--- config.mk ---
export PLATFORM = sky130hd
export DESIGN_NAME = motor_run_stop_cmd
export DESIGN_NICKNAME = d
export VERILOG_FILES = /design/src/core/motor_cmd_pkg.sv /design/src/core/input_sync.sv /design/src/core/motor_run_stop_cmd.sv
export VERILOG_INCLUDE_DIRS = /design/src /design/src/core
export SDC_FILE = /design/constraint.sdc
export NUM_CORES = 1
export LEC_CHECK = 0
export ABC_CLOCK_PERIOD_IN_PS = 3980
export BUFFER_PORTS_ARGS = -buffer_cell sky130_fd_sc_hd__buf_2
export CAP_MARGIN = 5
export CORE_ASPECT_RATIO = 0.9
export CORE_UTILIZATION = 40
export DETAILED_ROUTE_END_ITERATION = 6
export PLACE_DENSITY = 0.75
export SLEW_MARGIN = 20
export SYNTH_ARGS = -nofsm -noshare
export SYNTH_HDL_FRONTEND = slang
export SYNTH_HIERARCHICAL = 1
export SYNTH_SLANG_ARGS = --single-unit
--- constraint.sdc ---
create_clock -name core_clk -period 3.98 [get_ports core_clk]
set_input_delay 0.597 -clock core_clk [delete_from_list [all_inputs] [get_ports core_clk]]
set_output_delay 0.597 -clock core_clk [all_outputs]
set_load 0.01 [all_outputs]
--- src/core/motor_cmd_regs.svh ---
// Constants of the run/stop command logic
`ifndef MOTOR_CMD_REGS_SVH
`define MOTOR_CMD_REGS_SVH
`define STOP_TYPE_W        2
`define STOP_TYPE_FREEWHEEL 2'h0
`define STOP_TYPE_CONTROL  2'h1
`define STOP_TYPE_BRAKE    2'h2
`define SYNC_RESET_VAL     2'h0
`endif

--- src/core/motor_cmd_pkg.sv ---
// Types of the run/stop command logic
package motor_cmd_pkg;
   typedef enum logic [3:0] {
      ST_IDLE    = 4'h1,
      ST_RUN     = 4'h2,
      ST_FAULT   = 4'h4,
      ST_PENDING = 4'h8
   } run_state_t;
   typedef logic [1:0] stop_type_t;
endpackage

--- src/core/input_sync.sv ---
// Two-stage synchroniser for the logic input pins
module input_sync (
   // Clock, reset and enable
   input  wire logic core_clk,
   input  wire logic rst,
   input  wire logic clk_en,
   // Pins
   input  wire logic [1:0] pin_in,
   output logic      [1:0] pin_sync
);
`include "motor_cmd_regs.svh"
   logic [1:0] meta_q;
   logic [1:0] meta_d;
   logic [1:0] sync_q;
   logic [1:0] sync_d;

   always_comb begin
      meta_d = meta_q;
      sync_d = sync_q;
      if (clk_en) begin
         meta_d = pin_in;
         sync_d = meta_q;
      end
   end

   always_ff @(posedge core_clk) begin
      if (rst) begin
         meta_q <= `SYNC_RESET_VAL;
         sync_q <= `SYNC_RESET_VAL;
      end else begin
         meta_q <= meta_d;
         sync_q <= sync_d;
      end
   end

   assign pin_sync = sync_q;
endmodule // input_sync

--- src/core/motor_run_stop_cmd.sv ---
// Run/stop command logic of a motor soft starter
`include "motor_cmd_regs.svh"

// Operation
// Two-wire: run follows both input levels
// Two-wire: restart after power-up or reset
// Three-wire: separate run and stop inputs
// Three-wire: stop opens, motor stops
// Three-wire: run pulse held until stop
// Delta winding option setting selects inside-delta
// Delta: only freewheel stop allowed
// Delta: cascade function disabled
// Delta: preheating disabled
// Stop high and run high start
// Stop input active low, gates run
// Fault stops, clears latch, awaits reset
module motor_run_stop_cmd (
   // Clock, reset, enable
   input  wire logic                     core_clk,
   input  wire logic                     rst,
   input  wire logic                     clk_en,
   // Logic input pins
   input  wire logic                     run_pin,
   input  wire logic                     stop_n_pin,
   // Configuration
   input  wire logic                     three_wire_mode,
   input  wire logic                     delta_winding_option,
   input  wire motor_cmd_pkg::stop_type_t stop_type_sel,
   input  wire logic                     cascade_en,
   input  wire logic                     preheat_en,
   // Fault handling
   input  wire logic                     fault_detect,
   input  wire logic                     fault_reset,
   // Outputs
   output logic                          motor_run,
   output logic                          run_latched,
   output logic                          fault_active,
   output motor_cmd_pkg::stop_type_t     stop_type_eff,
   output logic                          stop_sel_refused,
   output logic                          cascade_active,
   output logic                          preheat_active
);
   import motor_cmd_pkg::*;

   logic [1:0] pins_sync;
   logic       run_s;
   logic       stop_n_s;

   input_sync u_sync (
      .core_clk (core_clk),
      .rst      (rst),
      .clk_en   (clk_en),
      .pin_in   ({run_pin, stop_n_pin}),
      .pin_sync (pins_sync)
   );
   assign run_s    = pins_sync[1];
   assign stop_n_s = pins_sync[0];

   // Command state
   run_state_t state_q;
   run_state_t state_d;
   logic       latch_q;
   logic       latch_d;
   logic       run_req;

   // Three-wire run request held in latch
   always_comb begin
      latch_d = latch_q;
      if (clk_en) begin
         // Only three-wire stores a pulse; a stale request would start on mode change
         if (!three_wire_mode || !stop_n_s || fault_detect || state_q == ST_FAULT) begin
            latch_d = 1'h0;
         end else if (run_s) begin
            latch_d = 1'b1;
         end
      end
   end

   always_comb begin
      if (three_wire_mode) begin
         run_req = stop_n_s && (latch_q || run_s);
      end else begin
         run_req = stop_n_s && run_s;
      end
   end

   always_comb begin
      state_d = state_q;
      if (clk_en) begin
         unique case (state_q)
            ST_IDLE: begin
               if (fault_detect) state_d = ST_FAULT;
               else if (run_req) state_d = ST_RUN;
            end
            ST_RUN: begin
               if (fault_detect) state_d = ST_FAULT;
               else if (!run_req) state_d = ST_IDLE;
            end
            ST_FAULT: begin
               if (fault_reset && !fault_detect) state_d = ST_PENDING;
            end
            ST_PENDING: begin
               // Both modes restart on held run; a three-wire run stored before the fault is not kept
               if (fault_detect) state_d = ST_FAULT;
               else if (run_req) state_d = ST_RUN;
               else state_d = ST_IDLE;
            end
            default: state_d = ST_IDLE;
         endcase
      end
   end

   always_ff @(posedge core_clk) begin
      if (rst) begin
         state_q <= ST_IDLE;
         latch_q <= 1'b0;
      end else begin
         state_q <= state_d;
         latch_q <= latch_d;
      end
   end

   // Delta winding restrictions, registered
   stop_type_t stop_q;
   stop_type_t stop_d;
   logic       refuse_q;
   logic       refuse_d;
   logic       casc_q;
   logic       casc_d;
   logic       heat_q;
   logic       heat_d;

   always_comb begin
      stop_d   = stop_q;
      refuse_d = refuse_q;
      casc_d   = casc_q;
      heat_d   = heat_q;
      if (clk_en) begin
         if (delta_winding_option) begin
            stop_d   = `STOP_TYPE_FREEWHEEL;
            refuse_d = (stop_type_sel != `STOP_TYPE_FREEWHEEL);
         end else begin
            stop_d   = stop_type_sel;
            refuse_d = 1'b0;
         end
         casc_d = cascade_en && !delta_winding_option;
         heat_d = preheat_en && !delta_winding_option &&
                  state_d != ST_RUN && state_d != ST_FAULT;
      end
   end

   always_ff @(posedge core_clk) begin
      if (rst) begin
         stop_q   <= `STOP_TYPE_FREEWHEEL;
         refuse_q <= 1'b0;
         casc_q   <= 1'b0;
         heat_q   <= 1'b0;
      end else begin
         stop_q   <= stop_d;
         refuse_q <= refuse_d;
         casc_q   <= casc_d;
         heat_q   <= heat_d;
      end
   end

   assign motor_run        = (state_q == ST_RUN);
   assign run_latched      = latch_q;
   assign fault_active     = (state_q == ST_FAULT);
   assign stop_type_eff    = stop_q;
   assign stop_sel_refused = refuse_q;
   assign cascade_active   = casc_q;
   assign preheat_active   = heat_q;

   // Checks
   chk_stop_forces_idle: assert property (@(posedge core_clk) disable iff (rst)
      (clk_en && !stop_n_s && state_q == ST_RUN) |=> !motor_run)
      else $error("Motor kept running with stop open");
   chk_stop_clears_latch: assert property (@(posedge core_clk) disable iff (rst)
      (clk_en && !stop_n_s) |=> !run_latched)
      else $error("Run latch survived open stop");
   chk_latch_holds: assert property (@(posedge core_clk) disable iff (rst)
      (clk_en && three_wire_mode && run_s && stop_n_s && !fault_detect && state_q != ST_FAULT)
      |=> run_latched)
      else $error("Run pulse not captured");
   chk_two_wire_start: assert property (@(posedge core_clk) disable iff (rst)
      (clk_en && !three_wire_mode && state_q == ST_IDLE && run_s && stop_n_s
       && !fault_detect) |=> motor_run)
      else $error("Two-wire run level did not start motor");
   chk_delta_freewheel: assert property (@(posedge core_clk) disable iff (rst)
      (clk_en && delta_winding_option) |=> stop_type_eff == `STOP_TYPE_FREEWHEEL)
      else $error("Non-freewheel stop with delta option");
   chk_delta_refuse: assert property (@(posedge core_clk) disable iff (rst)
      (clk_en && delta_winding_option && stop_type_sel != `STOP_TYPE_FREEWHEEL)
      |=> stop_sel_refused)
      else $error("Stop selection not refused under delta option");
   chk_delta_cascade: assert property (@(posedge core_clk) disable iff (rst)
      (clk_en && delta_winding_option) |=> !cascade_active)
      else $error("Cascade active with delta option");
   chk_delta_preheat: assert property (@(posedge core_clk) disable iff (rst)
      (clk_en && delta_winding_option) |=> !preheat_active)
      else $error("Preheat active with delta option");
   chk_fault_blocks: assert property (@(posedge core_clk) disable iff (rst)
      (clk_en && fault_detect) |=> (!motor_run && !run_latched) [*2])
      else $error("Fault did not stop motor");
   chk_fault_restart: assert property (@(posedge core_clk) disable iff (rst)
      (clk_en && state_q == ST_PENDING && !three_wire_mode && run_s && stop_n_s
       && !fault_detect) |=> motor_run)
      else $error("No restart after fault reset with run held");
   chk_latch_two_wire: assert property (@(posedge core_clk) disable iff (rst)
      (clk_en && !three_wire_mode) |=> !run_latched)
      else $error("Run latch set in two-wire mode");
   chk_three_wire_hold: assert property (@(posedge core_clk) disable iff (rst)
      (clk_en && three_wire_mode && motor_run && run_latched && stop_n_s && !fault_detect)
      |=> motor_run)
      else $error("Stored run request did not keep motor running");
   chk_delta_off_pass: assert property (@(posedge core_clk) disable iff (rst)
      (clk_en && !delta_winding_option)
      |=> (stop_type_eff == $past(stop_type_sel) && !stop_sel_refused))
      else $error("Stop selection not passed through without delta option");
   chk_preheat_idle: assert property (@(posedge core_clk) disable iff (rst)
      (motor_run || fault_active) |-> !preheat_active)
      else $error("Preheat active while running or faulted");
   chk_fault_entry: assert property (@(posedge core_clk) disable iff (rst)
      (clk_en && fault_detect) |=> fault_active)
      else $error("Fault state not entered");
   chk_fault_holds: assert property (@(posedge core_clk) disable iff (rst)
      (clk_en && fault_active && !fault_reset) |=> (fault_active && !motor_run))
      else $error("Fault state left without a fault reset");
endmodule // motor_run_stop_cmd

==> out/results.tsv, run 1 <==
metric	value	unit
leading area contributor after synthesis	sky130_fd_sc_hd__dfxtp_1	
vias in the first global route	549	
TritonCTS clock tree	done	
gr ovfl total	0	
Tmin final	2.08	ns
share of final-layout standard cells stronger than drive strength 1	24.5	%
number of standard-cell rows in the floorplan	13	
worst clock skew	0.00229	ns
beginning of the worst register-to-register path	state_q[2]$_SDFF_PP0_	
share of flip-flops with an asynchronous set or reset after synthesis	0	%
register clock-pin slew on the reported worst setup and hold paths	0.08	ns
final estimated routing congestion in global placement	0.720	
post-synthesis instance area	689	sq um
final instance count without filler cells	120	
pin count of the biggest net entering global routing	23	
CP endpoint kind	output pin	
length of the first detailed-routing pass in iterations	4	
gr usage total	17.7	%
arrival time of the worst setup path	1.48	ns
largest fanout on the critical path	8	
worst hold path type	reg2reg	
most instantiated flip-flop cell in the synthesis netlist	sky130_fd_sc_hd__dfxtp_1	
Initial Util	45.1	%
launching instance or port of the critical path	state_q[2]$_SDFF_PP0_	
number of distinct library cells after synthesis	33	
CP Data Required Time	3.38	ns
total power density per cell area	325	mW/mm^2
deepest level of the CTS H-tree	1	
detailed-route DRC error count	0	
category of the critical setup timing path	reg2out	
static leakage	0.000364	uW
launch instance of the worst min-delay path	stop_type_eff[0]$_SDFFE_PP0P_	
Max Freq	480	MHz
Final Max Tran Viols	0	
Layout fillers	150	
dpl hpwl	1050	um
CORE AREA	0.00153	sq mm
wire length of the first global-routing pass	2260	um
TritonCTS Sinks	14	
setup TNS after final layout	0	ns
post-synthesis to final-layout area growth	19.4	%
total instance count after detailed placement	117	
fraction of post-synthesis cell area in the top cell type by area	40.7	%
first-iteration detailed-routing DRC count	9	
number of nets in the layout	113	
Post-CTS Setup Repair Bufs	0	
Gates resized, CTS repair	0	
drt via density	5.30	
total of hold buffers inserted after clock tree synthesis	0	
measured slew at the worst slew-check pin	0.435	ns
dominant cells by area after synthesis	sky130_fd_sc_hd__dfxtp_1, sky130_fd_sc_hd__mux2i_1, sky130_fd_sc_hd__nor2_1	
final setup fails	0	
VDD IR max	0.000207	V
Synth Net Count	92	
syn avg cell area	8.73	sq um
RSZ-0062 raised after global routing	no	
number of buffers inserted during clock tree synthesis	3	
dominant cell by count in the synthesized netlist	sky130_fd_sc_hd__dfxtp_1	
Syn. warnings	6	
number of enable-type register cells in the synthesized netlist	0	
share of the cycle needed by the critical path after routing	52.3	%
Synth top cells by count	sky130_fd_sc_hd__dfxtp_1, sky130_fd_sc_hd__nor2_1, sky130_fd_sc_hd__a21oi_1, sky130_fd_sc_hd__nand3_1	
vertical die dimension	41.4	um
wire per inst	12.1	um
I/O pin cnt	21	
# port buffers	20	
ANT nets after route	0	
Die W	45.8	um
flip-flop and latch count after synthesis	14	
clock root buffer master	sky130_fd_sc_hd__clkbuf_4	
outcome	completed	
Die ar.	0.00189	sq mm
Worst setup SP type	flip-flop	
final wirelength	1450	um
antenna violations before repair	0	
final-report hold violation count	0	
clock network latency to the later pin of the worst-skew pair	0.27	ns
count of vias placed by the detailed router	636	
relative slew slack	70.6	%
count of max-cap constraint violations	0	
sequential share of the synthesized area	40.7	%
Antenna diodes	0	
maximum clock path buffer count	2	
synthesized instance count	79	
==> cell families after synthesis <==
logic type | after synthesis | synth area share [%]
AND/OR/NAND/NOR | 32 | 26.1
multiplexers | 4 | 5.81
buffers and inverters | 8 | 4.54
flip-flops | 14 | 40.7
XOR/XNOR | 2 | 2.54
AO/OA/AOI/OAI | 19 | 20.3
==> worst max-delay path: stages (launching register included) <==
cell                       delay (ns)
sky130_fd_sc_hd__dfxtp_1         0.46
sky130_fd_sc_hd__or4b_1          0.55
sky130_fd_sc_hd__clkinv_1        0.09
sky130_fd_sc_hd__buf_2           0.12
==> cell usage in the layout, fill, tap and decap left out, drive strengths merged, types with 2 or more instances in the layout <==
cell type / Yosys / layout
o22ai: 2 / 2
nor2b: 4 / 4
a21oi: 6 / 6
nor2: 9 / 9
nand3b: 2 / 2
nand2b: 4 / 4
mux2i: 4 / 4
nand3: 5 / 5
and2: 2 / 2
a211oi: 2 / 2
buf: 1 / 20
inv: 3 / 3
dfxtp: 14 / 14
clkbuf: 3 / 3
==> per-layer routing <==
metal | up-vias | GRT usage (%) | share of wire (%) | wire, um
met1 | 295 | 20.9 | 47 | 680
met3 | 2 | 5.17 | 4.8 | 70
met4 | 0 | 12.5 | 0.90 | 13
li1 | 325 | - | - | -
met5 | - | 0 | 0 | 0
met2 | 14 | 27.9 | 47 | 687
==> registers in the layout, indices dropped and copies added (netlist names) <==
signal,cells
stop_sel_refused,1
u_sync/pin_sync,2
state_q,4
stop_type_eff,2
cascade_active,1
u_sync/meta_q,2
preheat_active,1
run_latched,1
==> area by class of cell <==
cell class | count | area (sq um) | share of cell area, %
multi-input cells | 57 | 378 | 45.9
clock buffers | 3 | 22.5 | 2.74
inverters | 4 | 15.0 | 1.82
flip-flops and latches | 14 | 280 | 34.0
repair buffers | 20 | 100 | 12.2
well taps | 22 | 27.5 | 3.34
==> power breakdown <==
part / internal, uW / switching, uW
Sequential: 146 / 5.60
Combinational: 18.6 / 20.5
Clock: 35.0 / 41.8
Total: 199 / 67.9
==> final timing paths <==
kind,to,slack (ns),depth (start not counted)
max,fault_active,1.90,3
min,stop_type_eff[0]$_SDFFE_PP0P_,0.47,2
max reg2reg,preheat_active$_SDFFE_PP0P_,2.39,4
min reg2reg,stop_type_eff[0]$_SDFFE_PP0P_,0.47,2
==> through the flow <==
step           utilization (%)  hold slack (ns)  instance area [sq um]  total power, uW  worst slack (ns)
2_1_floorplan                -            0.460                    689              179              2.36
3_3_place_gp              52.4            0.455                    801              192              2.23
3_5_place_dp              52.4            0.458                    801              193              2.20
4_1_cts                   53.8            0.470                    823              270              1.89
5_1_grt                   53.8            0.515                    823              282              1.82
6_report                  53.8            0.466                    823              267              1.90
Note: power is estimated with default switching activity, not from simulation.
==> run 2: changes to the inputs <==
ABC_CLOCK_PERIOD_IN_PS = 1700   (was 3980)
PLACE_DENSITY = 0.77   (was 0.75)
clock period = 1.7 ns   (was 3.98 ns; I/O delays follow)
==> run 2 against run 1 <==
Compared with the run above: register-to-register slack worse by 2.2 ns; worst hold slack lost 0.25 ns; clock skew is 0.0014 ns lower; clock power is 130% higher; via count up 0.47%; critical path type unchanged; critical endpoint unchanged; largest power group unchanged.
==> out/results.tsv, run 2 (same netlist as run 1, synthesis figures left out) <==
metric	value	unit
maximum clock path buffer count	2	
count of max-cap constraint violations	0	
final-report hold violation count	0	
endpoint of the worst setup timing path	fault_active	
TritonCTS clock tree	done	
drt via density	5.28	
register with the most flip-flops	state_q	
net switching power figure	158	uW
area of the multi-input gates	382	sq um
Gate power share	14.8	%
category of the critical setup timing path	reg2out	
vertical die dimension	41.4	um
flop-to-flop setup slack	0.17	ns
CP endpoint kind	output pin	
Layout fillers	152	
wire length of the first global-routing pass	2350	um
total power density per cell area	742	mW/mm^2
vias in the first global route	554	
Die ar.	0.00189	sq mm
number of standard-cell rows in the floorplan	13	
post-route cell area	842	sq um
CP Data Required Time	1.44	ns
Max Freq	610	MHz
count of vias placed by the detailed router	639	
relative slew slack	69.3	%
power share of the sequential group	56.7	%
gr ovfl total	0	
measured slew at the worst slew-check pin	0.454	ns
ANT nets after route	0	
destination of the worst register-to-register timing path	state_q[0]$_SDFF_PP1_	
CORE AREA	0.00153	sq mm
register clock-pin slew on the reported worst setup and hold paths	0.08	ns
share of final-layout standard cells stronger than drive strength 1	31.3	%
worst hold path type	in2reg	
pin count of the biggest net entering global routing	23	
arrival time of the worst setup path	1.38	ns
final setup fails	0	
clock root buffer master	sky130_fd_sc_hd__clkbuf_4	
Worst setup SP type	flip-flop	
cell-internal power	467	uW
launch instance of the worst min-delay path	run_pin	
post-synthesis to final-layout area growth	22.1	%
dpl hpwl	1010	um
length of the first detailed-routing pass in iterations	4	
Final Max Tran Viols	0	
footprint of the flip-flops and latches	288	sq um
R2R depth	5	
I/O pin cnt	21	
final wirelength	1410	um
outcome	completed	
number of nets in the layout	114	
TritonCTS Sinks	14	
library cell contributing the largest single delay on the critical path	sky130_fd_sc_hd__or4b_4	
leading cell types in the layout, fill and taps excluded	sky130_fd_sc_hd__buf_2, sky130_fd_sc_hd__dfxtp_1, sky130_fd_sc_hd__nor2_1	
VDD IR max	0.000395	V
Initial Util	45.1	%
static leakage	0.000377	uW
clock network latency to the later pin of the worst-skew pair	0.27	ns
beginning of the worst register-to-register path	state_q[3]$_SDFF_PP0_	
most frequent standard cell in the layout excluding fill and tap cells	sky130_fd_sc_hd__buf_2	
number of buffers inserted during clock tree synthesis	3	
clock share of power	28.6	%
cell-by-cell trace of the critical path	or4b_4 > inv_2 > buf_2	
RSZ-0062 raised after global routing	no	
gr usage total	17.9	%
max reg flops	4	
setup TNS after final layout	0	ns
final estimated routing congestion in global placement	0.838	
max incr delay on CP	0.57	ns
total of hold buffers inserted after clock tree synthesis	0	
# port buffers	20	
worst clock skew	0.000911	ns
detailed-route DRC error count	0	
cell area reported after detailed placement	801	sq um
largest fanout on the critical path	6	
wire per inst	11.7	um
launching instance or port of the critical path	state_q[1]$_SDFF_PP0_	
switching power as a share of total power	25.3	%
first-iteration detailed-routing DRC count	13	
antenna violations before repair	0	
Tmin final	1.64	ns
share of the cycle needed by the critical path after routing	96.5	%
Die W	45.8	um
deepest level of the CTS H-tree	1	
Antenna diodes	0	
-- run 2: changes by cell type in the layout (fill, tap and decap cells not counted) --
cell                       change
sky130_fd_sc_hd__buf_4         +1
sky130_fd_sc_hd__clkinv_1      -1
sky130_fd_sc_hd__dfxtp_1       -4
sky130_fd_sc_hd__dfxtp_2       +3
sky130_fd_sc_hd__dfxtp_4       +1
sky130_fd_sc_hd__inv_2         +1
sky130_fd_sc_hd__or4b_1        -1
sky130_fd_sc_hd__or4b_4        +1
-- run 2: how the worst min path moves through the flow --
stage	cells after the start	to	slack, ns
2_1_floorplan	1	u_sync/meta_q[0]$_SDFFE_PP0P_	0.33
3_3_place_gp	2	stop_sel_refused$_SDFFE_PP0P_	0.46
3_5_place_dp	2	stop_type_eff[0]$_SDFFE_PP0P_	0.46
4_1_cts	3	cascade_active$_SDFFE_PP0P_	0.21
5_1_grt	2	preheat_active$_SDFFE_PP0P_	0.22
6_report	3	u_sync/meta_q[1]$_SDFFE_PP0P_	0.22
-- run 2: worst max-delay path: cells and delay by family, from the launching register on --
| kind | cells | cell delay, ns |
|---|---|---|
| buffers and inverters | 2 | 0.20 |
| AND/OR/NAND/NOR | 1 | 0.57 |
| flip-flops | 1 | 0.35 |
-- run 2: timing repair --
item / CTS / global route
pin swaps: 0 / 1
resized for setup: 2 / 5
setup endpoints to repair: 1 / 1
buffers inserted: 0 / 1
-- run 2: layer usage --
| metal | vias to the layer above | part of all wire [%] | global-route usage [%] |
|---|---|---|---|
| met5 | - | 0 | 0 |
| met4 | 0 | 0 | 6.62 |
| li1 | 325 | - | - |
| met3 | 0 | 4.0 | 3.88 |
| met2 | 17 | 46 | 28.6 |
| met1 | 297 | 50 | 23.9 |
-- run 2: through the flow --
step | utilization (%) | hold WS, ns | power [uW] | setup WS (ns) | std cells
finish | 55.1 | 0.216 | 625 | 0.0601 | 121
global placement | 52.4 | 0.458 | 450 | 0.197 | 117
CTS | 54.2 | 0.208 | 635 | 0.000306 | 120
global route | 55.1 | 0.219 | 662 | 0.00345 | 121
floorplan | - | 0.327 | 419 | 0.251 | 79
detailed placement | 52.4 | 0.461 | 452 | 0.149 | 117
-- run 2: final cells by class --
type	instances	area share [%]
Timing Repair Buffer	21	12.8
Tap cell	22	3.27
Clock buffer	3	2.67
Inverter	4	1.78
Sequential cell	14	34.2
Multi-Input combinational cell	57	45.3
-- run 2: power by group through the flow --
stage | combinational [uW] | sequential, uW | clock [uW]
after floorplan | 58.3 | 361 | 0
after global placement | 89.3 | 361 | 0
after detailed placement | 90.6 | 361 | 0
after CTS | 91.9 | 354 | 188
after global routing | 104 | 356 | 202
final | 92.2 | 354 | 178
